**src/logic/smr_pkg.sv**
```systemverilog
// shared constants for the sync monitor, phase ramp and interrupt pin configuration
package smr_pkg;

    // ------------------------------------------------------------------
    // register map
    // ------------------------------------------------------------------
    localparam logic [7:0] SYNC_MON_CFG_ADDR  = 8'h7c;
    localparam logic [7:0] IRQ_OUT_CFG_ADDR   = 8'h7d;
    localparam logic [7:0] SYNC_MON_CFG_RESET = 8'h2b;
    localparam logic [7:0] IRQ_OUT_CFG_RESET  = 8'h02;
    localparam logic [7:0] IRQ_OUT_CFG_MASK   = 8'h07;

    // ------------------------------------------------------------------
    // field positions
    // ------------------------------------------------------------------
    localparam int CAL_SELECT_BIT   = 7;
    localparam int MON_LIMIT_LSB    = 4;
    localparam int MON_LIMIT_W      = 3;
    localparam int IRQ_GPO_BIT      = 2;
    localparam int IRQ_FLOAT_BIT    = 1;
    localparam int IRQ_POLARITY_BIT = 0;

    // ------------------------------------------------------------------
    // phase offset and ramp
    // ------------------------------------------------------------------
    localparam int          PHASE_W    = 16;
    localparam logic [15:0] RAMP_STEP  = 16'h0001;
    localparam logic [15:0] PHASE_ZERO = 16'h0000;

    // ------------------------------------------------------------------
    // monitor counter width, enough for 8 ui plus saturation
    // ------------------------------------------------------------------
    localparam int          UI_CNT_W   = 4;
    localparam logic [3:0]  UI_CNT_MAX = 4'hf;

    typedef enum logic [2:0] {
        RMP_IDLE    = 3'b000,
        RMP_TRACK   = 3'b001,
        RMP_TO_ZERO = 3'b010,
        RMP_DIV_RST = 3'b011,
        RMP_BACK    = 3'b100
    } smr_ramp_state_t;

endpackage

```
**src/logic/smr_phase_ramp.sv**
```systemverilog
// phase offset ramp engine with the calibration sequence
`timescale 1ns/100ps
module smr_phase_ramp
    import smr_pkg::*;
#(
    parameter int W = PHASE_W
)
(
    // clock and reset
    input  wire logic         clk,
    input  wire logic         resetn,
    // control
    input  wire logic [W-1:0] target,
    input  wire logic         cal_start,
    // status
    output logic [W-1:0]      applied_ff,
    output logic              holdover_ff,
    output logic              div_reset_ff,
    output logic              busy_ff
);

    smr_ramp_state_t state_ff;
    smr_ramp_state_t nxt_state;
    logic [W-1:0]    latched_ff;
    logic [W-1:0]    goal;
    logic [W-1:0]    nxt_applied;
    logic [W-1:0]    step_w;
    logic            at_goal;
    logic            goal_above;

    assign step_w = RAMP_STEP[W-1:0];

    // ------------------------------------------------------------------
    // goal select: updates are frozen while calibrating
    // ------------------------------------------------------------------
    assign goal = (state_ff == RMP_TO_ZERO || state_ff == RMP_DIV_RST) ? PHASE_ZERO[W-1:0] :
                  (state_ff == RMP_BACK) ? latched_ff : target;
    assign at_goal    = (applied_ff == goal);
    assign goal_above = ($signed(goal) > $signed(applied_ff));
    // one step a clock keeps the output phase free of visible jumps
    assign nxt_applied = at_goal ? applied_ff :
                         goal_above ? applied_ff + step_w : applied_ff - step_w;

    always_comb
    begin
        nxt_state = state_ff;
        unique case (state_ff)
            RMP_IDLE:
            begin
                if (cal_start)
                    nxt_state = RMP_TO_ZERO;
                else if (!at_goal)
                    nxt_state = RMP_TRACK;
            end
            RMP_TRACK:
            begin
                if (cal_start)
                    nxt_state = RMP_TO_ZERO;
                else if (nxt_applied == goal)
                    nxt_state = RMP_IDLE;
            end
            RMP_TO_ZERO:
            begin
                if (nxt_applied == goal)
                    nxt_state = RMP_DIV_RST;
            end
            RMP_DIV_RST: nxt_state = RMP_BACK;
            RMP_BACK:
            begin
                if (nxt_applied == goal)
                    nxt_state = RMP_IDLE;
            end
            default: nxt_state = RMP_IDLE;
        endcase
    end

    always_ff @(posedge clk or negedge resetn)
    begin
        if (!resetn)
        begin
            state_ff     <= RMP_IDLE;
            applied_ff   <= '0;
            latched_ff   <= '0;
            holdover_ff  <= 1'b0;
            div_reset_ff <= 1'b0;
            busy_ff      <= 1'b0;
        end
        else
        begin
            state_ff     <= nxt_state;
            applied_ff   <= (state_ff == RMP_DIV_RST) ? applied_ff : nxt_applied;
            if (cal_start && (state_ff == RMP_IDLE || state_ff == RMP_TRACK))
                latched_ff <= target;
            holdover_ff  <= (nxt_state == RMP_TO_ZERO || nxt_state == RMP_DIV_RST ||
                             nxt_state == RMP_BACK);
            div_reset_ff <= (nxt_state == RMP_DIV_RST);
            busy_ff      <= (nxt_state != RMP_IDLE);
        end
    end

endmodule

```
**src/logic/smr_sync_monitor.sv**
```systemverilog
// sync monitor, phase ramp control and interrupt pin configuration registers
// Overview of operation
// - with calibrate bit clear, offset changes ramp gradually from old to new value
// - calibrate bit: holdover, ramp to zero, reset dividers, ramp back, leave holdover
// - external sync is only monitored against generated output alignment
// - sync alarm flag set when sync edge misses the alignment window
// - window field codes 000..111 mean plus or minus 1..8 equipment clock ui
// - float clear: pin always driven; float set: driven only while interrupt active or gpo bit set
`timescale 1ns/100ps
module smr_sync_monitor
    import smr_pkg::*;
#(
    parameter int PW = PHASE_W
)
(
    // clock and reset
    input  wire logic          clk,
    input  wire logic          resetn,
    // register access port
    input  wire logic [7:0]    reg_addr,
    input  wire logic [7:0]    reg_wdata,
    input  wire logic          reg_wr,
    input  wire logic          reg_rd,
    output logic [7:0]         reg_rdata_ff,
    // phase offset from the offset registers
    input  wire logic [PW-1:0] phase_offset_target,
    // alignment events
    input  wire logic          ui_tick,
    input  wire logic          out_frame_edge,
    input  wire logic          ext_sync_edge,
    output logic               sync_alarm_set_ff,
    // phase ramp status
    output logic [PW-1:0]      applied_phase_offset_ff,
    output logic               holdover_ff,
    output logic               divider_reset_ff,
    output logic               calibrating_ff,
    // interrupt pin
    input  wire logic          irq_active,
    output logic               irq_pin_o_ff,
    output logic               irq_pin_oe_ff
);

    // ------------------------------------------------------------------
    // register decode
    // ------------------------------------------------------------------
    logic [7:0] sync_monitor_config_ff;
    logic [7:0] irq_output_config_ff;
    logic       wr_sync_cfg;
    logic       wr_irq_cfg;
    logic       cal_launch;
    logic [7:0] rd_mux;

    assign wr_sync_cfg = reg_wr && (reg_addr == SYNC_MON_CFG_ADDR);
    assign wr_irq_cfg  = reg_wr && (reg_addr == IRQ_OUT_CFG_ADDR);
    // a write of one launches once; a second write during the sequence is ignored
    assign cal_launch  = wr_sync_cfg && reg_wdata[CAL_SELECT_BIT] &&
                         !sync_monitor_config_ff[CAL_SELECT_BIT];
    // any other address reads as zero
    assign rd_mux = (reg_addr == SYNC_MON_CFG_ADDR) ? sync_monitor_config_ff :
                    (reg_addr == IRQ_OUT_CFG_ADDR)  ? irq_output_config_ff : 8'h00;

    // ------------------------------------------------------------------
    // phase ramp engine
    // ------------------------------------------------------------------
    logic [PW-1:0] ramp_applied;
    logic          ramp_holdover;
    logic          ramp_div_reset;
    logic          ramp_busy;
    logic          ramp_busy_q_ff;
    logic          cal_done;

    smr_phase_ramp #(
        .W (PW)
    ) u_ramp (
        .clk          (clk),
        .resetn       (resetn),
        .target       (phase_offset_target),
        .cal_start    (cal_launch),
        .applied_ff   (ramp_applied),
        .holdover_ff  (ramp_holdover),
        .div_reset_ff (ramp_div_reset),
        .busy_ff      (ramp_busy)
    );

    // calibration ends when the engine leaves holdover
    assign cal_done = sync_monitor_config_ff[CAL_SELECT_BIT] && ramp_busy_q_ff && !ramp_busy;

    always_ff @(posedge clk or negedge resetn)
    begin
        if (!resetn)
        begin
            sync_monitor_config_ff <= SYNC_MON_CFG_RESET;
            irq_output_config_ff   <= IRQ_OUT_CFG_RESET;
            reg_rdata_ff           <= 8'h00;
            ramp_busy_q_ff         <= 1'b0;
        end
        else
        begin
            ramp_busy_q_ff <= ramp_busy;
            if (wr_sync_cfg)
            begin
                sync_monitor_config_ff[6:0] <= reg_wdata[6:0];
                if (!sync_monitor_config_ff[CAL_SELECT_BIT])
                    sync_monitor_config_ff[CAL_SELECT_BIT] <= reg_wdata[CAL_SELECT_BIT];
            end
            if (cal_done)
                sync_monitor_config_ff[CAL_SELECT_BIT] <= 1'b0;
            if (wr_irq_cfg)
                irq_output_config_ff <= reg_wdata & IRQ_OUT_CFG_MASK;
            if (reg_rd)
                reg_rdata_ff <= rd_mux;
        end
    end

    // ------------------------------------------------------------------
    // sync alignment monitor
    // ------------------------------------------------------------------
    logic [UI_CNT_W-1:0] limit_ui;
    logic [UI_CNT_W-1:0] since_sync_ff;
    logic [UI_CNT_W-1:0] since_out_ff;
    logic                waiting_ff;
    logic                sync_recent;
    logic                window_expired;
    logic                alarm_now;

    // code 000 means 1 ui, so add one
    assign limit_ui = {1'b0, sync_monitor_config_ff[MON_LIMIT_LSB +: MON_LIMIT_W]} +
                      {{(UI_CNT_W-1){1'b0}}, 1'b1};
    // early sync: seen no more than the limit before the output edge
    assign sync_recent    = ext_sync_edge || (since_sync_ff <= limit_ui);
    // late sync: the window after the output edge ran out
    assign window_expired = waiting_ff && ui_tick && (since_out_ff >= limit_ui);
    assign alarm_now      = (out_frame_edge && !sync_recent && waiting_ff) ||
                            (window_expired && !ext_sync_edge);

    always_ff @(posedge clk or negedge resetn)
    begin
        if (!resetn)
        begin
            since_sync_ff     <= UI_CNT_MAX;
            since_out_ff      <= 4'h0;
            waiting_ff        <= 1'b0;
            sync_alarm_set_ff <= 1'b0;
        end
        else
        begin
            // saturates so a long quiet gap never wraps back into the window
            if (ext_sync_edge)
                since_sync_ff <= 4'h0;
            else if (ui_tick && since_sync_ff != UI_CNT_MAX)
                since_sync_ff <= since_sync_ff + 4'h1;
            if (out_frame_edge)
            begin
                since_out_ff <= 4'h0;
                waiting_ff   <= !sync_recent;
            end
            else
            begin
                if (ui_tick && since_out_ff != UI_CNT_MAX)
                    since_out_ff <= since_out_ff + 4'h1;
                if (ext_sync_edge || window_expired)
                    waiting_ff <= 1'b0;
            end
            sync_alarm_set_ff <= alarm_now;
        end
    end

    // ------------------------------------------------------------------
    // interrupt pin drive
    // ------------------------------------------------------------------
    logic irq_pol;
    logic irq_gpo;
    logic irq_float;
    logic nxt_irq_o;
    logic nxt_irq_oe;

    assign irq_pol    = irq_output_config_ff[IRQ_POLARITY_BIT];
    assign irq_gpo    = irq_output_config_ff[IRQ_GPO_BIT];
    assign irq_float  = irq_output_config_ff[IRQ_FLOAT_BIT];
    // as general output the pin simply carries the polarity bit
    assign nxt_irq_o  = irq_gpo ? irq_pol : (irq_active ? irq_pol : !irq_pol);
    assign nxt_irq_oe = irq_gpo || !irq_float || irq_active;

    always_ff @(posedge clk or negedge resetn)
    begin
        if (!resetn)
        begin
            // float is set out of reset, so the pin stays released while idle
            irq_pin_o_ff  <= 1'b1;
            irq_pin_oe_ff <= 1'b0;
        end
        else
        begin
            irq_pin_o_ff  <= nxt_irq_o;
            irq_pin_oe_ff <= nxt_irq_oe;
        end
    end

    // ------------------------------------------------------------------
    // phase ramp status outputs
    // ------------------------------------------------------------------
    // registered once more so every status output leaves a flip-flop
    always_ff @(posedge clk or negedge resetn)
    begin
        if (!resetn)
        begin
            applied_phase_offset_ff <= '0;
            holdover_ff             <= 1'b0;
            divider_reset_ff        <= 1'b0;
            calibrating_ff          <= 1'b0;
        end
        else
        begin
            applied_phase_offset_ff <= ramp_applied;
            holdover_ff             <= ramp_holdover;
            divider_reset_ff        <= ramp_div_reset;
            // mirrors the calibrate bit one clock late
            calibrating_ff          <= sync_monitor_config_ff[CAL_SELECT_BIT];
        end
    end

endmodule

```
**config.mk**
```make
export PLATFORM = sky130hd
export DESIGN_NAME = smr_sync_monitor
export DESIGN_NICKNAME = d
export VERILOG_FILES = /design/src/logic/smr_pkg.sv /design/src/logic/smr_phase_ramp.sv /design/src/logic/smr_sync_monitor.sv
export SDC_FILE = /design/constraint.sdc
export NUM_CORES = 1
export LEC_CHECK = 0
export ABC_AREA = 1
export BUFFER_PORTS_ARGS = -buffer_cell sky130_fd_sc_hd__buf_2
export CORE_MARGIN = 5
export CORE_UTILIZATION = 30
export CTS_CLUSTER_DIAMETER = 100
export CTS_CLUSTER_SIZE = 40
export DETAILED_ROUTE_END_ITERATION = 8
export PLACE_DENSITY = 0.48
export SYNTH_ARGS = -nofsm -noshare
export SYNTH_HDL_FRONTEND = slang
export SYNTH_SLANG_ARGS = --single-unit
```
**constraint.sdc**
```tcl
create_clock -name clk -period 8.74 [get_ports clk]
set_input_delay 1.311 -clock clk [delete_from_list [all_inputs] [get_ports clk]]
set_output_delay 1.311 -clock clk [all_outputs]
set_load 0.02 [all_outputs]
```
==> Yosys cells after proc, flatten, opt, wreduce, memory -nomap -nowiden <==
Cells that the tools add are included.
{ "op_classes": {"add_sub_neg": 5, "mul": 0, "n_div": 0, "order_cmp": 3, "eq_ne": 13, "n_shift": 0, "mux": 23, "bitwise_logic": 0, "n_reduce_logical": 35} }
{ "op_table": {"columns": ["cell", "count"], "rows": [
  ["16-bit 2-to-1 mux", 4],
  ["16-bit equality test", 2],
  ["3-bit 2-to-1 mux", 6],
  ["16-bit by 1-bit adder with 16-bit output (second input constant)", 1],
  ["8-bit by 7-bit equality test with 1-bit output (second input constant)", 2],
  ["16-bit > comparator", 1],
  ["4-bit 2-to-1 mux", 4],
  ["8-bit 2-to-1 mux", 2],
  ["16-bit by 1-bit subtractor with 16-bit output (second input constant)", 1],
  ["3-bit one-hot mux with 5 select lines", 1],
  ["1-bit logical AND", 14],
  ["3-bit by 2-bit equality test with 1-bit output (second input constant)", 4],
  ["1-bit logical OR", 9],
  ["4-bit by 1-bit adder with 4-bit output (second input constant)", 2],
  ["4-bit != test (second input constant)", 2],
  ["2-bit nonzero test", 4],
  ["3-bit equality test (second input constant)", 2],
  ["1-bit zero test", 6],
  ["1-bit 2-to-1 mux", 6],
  ["3-bit by 1-bit adder with 4-bit output (second input constant)", 1],
  ["4-bit >= comparator", 1],
  ["4-bit less-or-equal comparator", 1],
  ["3-bit by 1-bit equality test with 1-bit output (second input constant)", 1],
  ["3-bit zero test", 1],
  ["3-bit nonzero test", 1]
]} }
{ "word_totals": {"register_bits": 89, "latchBits": 0, "ramBits": 0, "mem_bits_ro": 0, "out_inout_bits": 30, "mem_count": 0} }

==> Longest topological paths before layout <==
{ "logic_depth": {"depth_word": 13, "ltp_mapped": 40} }

==> Cells and area by module <==
A second synthesis with hierarchy kept.
{ "hier_totals": {"hier_cells": 737, "hier_area_um2": 5639.2} }
{ "by_module_without_submodules": {"columns": ["module", "instances", "cells_each", "area_each_um2"], "rows": [
  ["smr_phase_ramp", 1, 512, 3458.3],
  ["smr_sync_monitor", 1, 225, 2180.8]
]} }

==> Worst setup path after synthesis <==
OpenSTA, ideal clock, no wires.
{ "synth_path": {"path_kind": "input to register", "from": "input port phase_offset_target[11]", "to": "register u_ramp.busy_ff", "setup_time_ps": 129, "t_arrival_ps": 4968, "t_required_ps": 8611, "path_slack_ps": 3643, "path_stages": 29, "n_path_buf": 0, "path_cell_list": "inv_1 > a211oi_2 > ha_1 > nand2_1 > inv_1 > nand2_1 > o21ai_0 > a21oi_1 > nand3_1 > nand2_1 > nand2_1 > ha_1 > a21oi_1 > nand2_1 > nand3b_1 > o211ai_1 > or2_2 > nand3_1 > o21ai_0 > nand2_1 > nand4_1 > nor2_1 > nand3_2 > nor2_4 > inv_2 > nor2_2 > nor2_1 > nor2_2 > nand3_1"} }
{ "synth_between": {"elab_chain_len": 10, "word_cells_on_any_way": 14} }
{ "synth_rtl": {"columns": ["element", "line_no", "text"], "rows": [
  ["start, declared", "smr_sync_monitor.sv:26", "input wire logic [PW-1:0] phase_offset_target,"],
  ["16-bit 2-to-1 mux (*)", "smr_phase_ramp.sv:37", "(state_ff == RMP_BACK) ? latched_ff : target;"],
  ["16-bit 2-to-1 mux (*)", "smr_phase_ramp.sv:36", "assign goal = (state_ff == RMP_TO_ZERO || state_ff == RMP_DIV_RST) ? PHASE_ZERO[W-1:0] :"],
  ["16-bit > comparator", "smr_phase_ramp.sv:39", "assign goal_above = ($signed(goal) > $signed(applied_ff));"],
  ["16-bit 2-to-1 mux", "smr_phase_ramp.sv:42", "goal_above ? applied_ff + step_w : applied_ff - step_w;"],
  ["16-bit 2-to-1 mux", "smr_phase_ramp.sv:41", "assign nxt_applied = at_goal ? applied_ff :"],
  ["16-bit equality test", "smr_phase_ramp.sv:59, smr_phase_ramp.sv:64, smr_phase_ramp.sv:70", null],
  ["3-bit 2-to-1 mux", "smr_phase_ramp.sv:59, smr_phase_ramp.sv:70", null],
  ["3-bit 2-to-1 mux", "smr_phase_ramp.sv:57", "if (cal_start)"],
  ["3-bit one-hot mux with 5 select lines (*)", "smr_phase_ramp.sv:47", "unique case (state_ff)"],
  ["3-bit nonzero test (*)", "smr_phase_ramp.sv:97", "busy_ff <= (nxt_state != RMP_IDLE);"],
  ["end signal, assigned", "smr_phase_ramp.sv:97", null],
  ["end, declared", "smr_phase_ramp.sv:19", "output logic busy_ff"]
]} }
Mark *: on every way between the ends. The rest lies on a longest branch, timed or not.
A chain may end at the register's enable or synchronous reset.

==> Worst setup path in the final report <==
{ "layout_path": {"from": "register u_ramp.state_ff[0]", "to": "register u_ramp.busy_ff"} }
{ "layout_between": {"elab_chain_len": 11, "word_cells_on_any_way": 20} }
{ "layout_rtl": {"columns": ["element", "line_no", "text"], "rows": [
  ["start, declared", "smr_phase_ramp.sv:22", "smr_ramp_state_t state_ff;"],
  ["start signal, assigned", "smr_phase_ramp.sv:90", "state_ff <= nxt_state;"],
  ["3-bit equality test / 3-bit by 2-bit equality test with 1-bit output (equally long branches)", "smr_phase_ramp.sv:37, smr_phase_ramp.sv:47, smr_phase_ramp.sv:36", null],
  ["16-bit 2-to-1 mux / 1-bit logical OR (equally long branches)", "smr_phase_ramp.sv:37, smr_phase_ramp.sv:36", null],
  ["16-bit 2-to-1 mux", "smr_phase_ramp.sv:36", null],
  ["16-bit > comparator", "smr_phase_ramp.sv:39", null],
  ["16-bit 2-to-1 mux", "smr_phase_ramp.sv:42", null],
  ["16-bit 2-to-1 mux", "smr_phase_ramp.sv:41", null],
  ["16-bit equality test", "smr_phase_ramp.sv:59, smr_phase_ramp.sv:64, smr_phase_ramp.sv:70", null],
  ["3-bit 2-to-1 mux", "smr_phase_ramp.sv:59, smr_phase_ramp.sv:70", null],
  ["3-bit 2-to-1 mux", "smr_phase_ramp.sv:57", null],
  ["3-bit one-hot mux with 5 select lines (*)", "smr_phase_ramp.sv:47", null],
  ["3-bit nonzero test (*)", "smr_phase_ramp.sv:97", null]
]} }
Marks and branches as above.

==> impl_metrics.ini <==
[global_route]
grt_max_degree = 49
grt_pass1_vias = 4510
antenna_found_initial = 0
grt_first_pass_wirelength_mm = 23.27
track_usage = 0.1342
gr-total-overflow = 0

[critical_path]
critPathMaxFanout = 20
worst_ep_required_time_ns = 8.97
cpPeakStageDelay_ns = 0.59
cp-end-kind = register
start_kind = register
crit_slowest_cell = ha_1
path_common_cell = nand2_1
critical_path_class = register to register
cp.arrival_ns = 6.37

[sta]
slew_headroom = 0.3285
setup_viol = 0
fin_crit_ns = 6.147
maxSlewViolCount = 0
tightest_slew_ns = 1.004
rsz0062_at_grt = false
fmax_mhz = 162.7
finalSetupTns_ns = 0
fin_crit_sh = 0.7034
clock_skew_ns = 0.006902
hold_viol_final = 0

[synthesis]
synthArstFlopShare = 1.000
ys_ff_latch = 89
yosysWarningCount = 0
synth-edff-count = 0
synthCells = 695
yosys.area.top_type = dfrtp_1
synth_ff_type = dfrtp_1
synth_top_family_by_area = simple AND/OR/NAND/NOR gates
netlist_area_um2 = 5507
synth_simple_gate_area_share = 0.2736
synth_compound_area_frac = 0.1004
synth-xor-area-share = 0.01909
synth_cell_types = 42
synthesis.nets = 775
ys_seq_area_frac = 0.4067
synth_top_area_share = 0.3590
synth_adder_area_share = 0.09225
synth.avg_cell_area_um2 = 7.923
muxShareOfSynthArea = 0.02863
synth_top_cells_by_area = dfrtp_1, nand2_1, ha_1, inv_1, nand3_1

[finish]
layout-drive-gt1-share = 0.1823
final_common_cell = nand2_1
fillers = 1938
nets = 843
areaGrowthSynthToFinish_pct = 16.31
regArea_um2 = 2240
multi_input_area_um2 = 2830
most-common-layout-cells = nand2_1, inv_1, dfrtp_1
insertedDiodeCount = 0
stdcell_count = 997

[run_status]
outcome = completed

[placement]
dp_cells = 981
gp_congestion = 0.8604
portBuffers = 69
dp.final_hpwl_mm = 10.88

[route]
vias = 4594
first_pass_iters = 5
viasPerCell = 4.608
drt.antenna.violating_nets = 0
drcViolationCount = 0
drt_iter0_drc = 201
wl_per_cell_um = 14.08
wirelength_mm = 14.04

[floorplan]
chipHeight_um = 145.5
num_io_pins = 70
core_um2 = 18020
die_area_um2 = 21160
rows = 49
die_w_um = 145.5
initial_core_util = 0.3055

[clock_tree]
cts_tree = done
post_cts_buffers = 0
cts_htree_levels = 3
root_buffer = clkbuf_16
ctsResizeCount = 0
cts_buffer_depth = 2
clk_pin_slew_ns = 0.06
clock_sinks = 89
cts_made_buffers = 9
clk_latency_ns = 0.35
hold_buffers = 0

[run]
drv_cap = 0

[power_and_ir_drop]
p_total_mw = 2.637
cellPowerDensity_nw_per_um2 = 411.7
max-vdd-ir-drop_uv = 267.3
p_leak_nw = 3.425

[min_path]
worstHoldPathType = register to register
## cell type report
class	instances	share of cell area
Clock inverter	6	0.01446
Inverter	99	0.05802
Clock buffer	10	0.03575
Sequential cell	89	0.3497
Tap cell	229	0.04474
Timing Repair Buffer	70	0.05548
Multi-Input combinational cell	494	0.4419
## Yosys cell counts, types with 2 or more instances
cell      count
nand2_1     154
inv_1        97
dfrtp_1      79
nor2_1       62
nand3_1      57
ha_1         39
o21ai_0      38
a21oi_1      22
nor3_1       15
mux2_2       14
nand2_2      14
nand4_1      11
dfstp_2      10
clkbuf_1      9
o22ai_1       7
xor2_1        7
nand3b_1      6
o211ai_1      5
o21a_1        5
xnor2_1       5
nand3_2       4
o21bai_1      4
a211oi_1      3
nor2_2        3
nor2_4        3
o221ai_1      3
a21o_1        2
buf_6         2
or2_2         2
## report_power, final
| group | internal [mW] | switching [mW] | total, mW | leakage (nW) |
|---|---|---|---|---|
| combinational | 0.577 | 1.04 | 1.62 | 2.18 |
| clock | 0.253 | 0.174 | 0.426 | 0.155 |
| sequential | 0.517 | 0.0764 | 0.593 | 1.09 |
| total | 1.35 | 1.29 | 2.64 | 3.42 |
## final timing paths
path	start	depth (start not counted)	endpoint	slack (ns)
max in group asynchronous	resetn	2	u_ramp.latched_ff[12]$_DFFE_PN0P_	6.78
max	u_ramp.state_ff[0]$_DFF_PN0_	33	u_ramp.busy_ff$_DFF_PN0_	2.59
min reg2reg	u_ramp.holdover_ff$_DFF_PN0_	0	holdover_ff$_DFF_PN0_	0.35
min in group asynchronous	resetn	1	since_out_ff[2]$_DFFE_PN0P_	0.94
min	u_ramp.holdover_ff$_DFF_PN0_	0	holdover_ff$_DFF_PN0_	0.35
max reg2reg	u_ramp.state_ff[0]$_DFF_PN0_	33	u_ramp.busy_ff$_DFF_PN0_	2.59
## kinds of logic after synthesis
group                      Yosys count
AOI/OAI and AO/OA                   94
xor gates and xnor gates            12
DFF                                 89
adders and majority gates           40
muxes                               14
and+or+nand+nor                    334
buffers and inverters              112
## flip-flops by register name (all words and copies together), names as in the netlist, 3 cells and up
signal,cells
applied_phase_offset_ff,16
u_ramp.latched_ff,16
u_ramp.state_ff,3
sync_monitor_config_ff,8
since_out_ff,4
irq_output_config_ff,3
u_ramp.applied_ff,16
since_sync_ff,4
reg_rdata_ff,8
## layer usage
layer  global-route usage  part of all wire  vias up
li1                     -                 -     2415
met1               0.1803              0.48     2073
met2               0.2175              0.46       95
met3              0.03457             0.045       11
met4              0.03172            0.0093        0
met5                    0                 0        -
## per-stage QoR
stage / utilization / hold slack [ns] / cell area (um^2) / setup WS (ns)
6_report: 0.3553 / 0.3490 / 6405 / 2.593
5_1_grt: 0.3553 / 0.3728 / 6405 / 2.009
4_1_cts: 0.3553 / 0.3514 / 6405 / 2.671
3_5_place_dp: 0.3375 / 0.3362 / 6083 / 2.576
3_3_place_gp: 0.3375 / 0.3371 / 6083 / 2.559
2_1_floorplan: - / 0.3312 / 5507 / 3.643
## worst max-delay path: cells and delay by family (launching register included)
family / cells / cell delay, ns
AOI/OAI and AO/OA: 2 / 0.41
adders and majority gates: 2 / 0.93
buffers and inverters: 2 / 0.44
DFF: 1 / 0.44
and+or+nand+nor: 27 / 3.77
No activity file was read; power rests on OpenSTA's default activity.
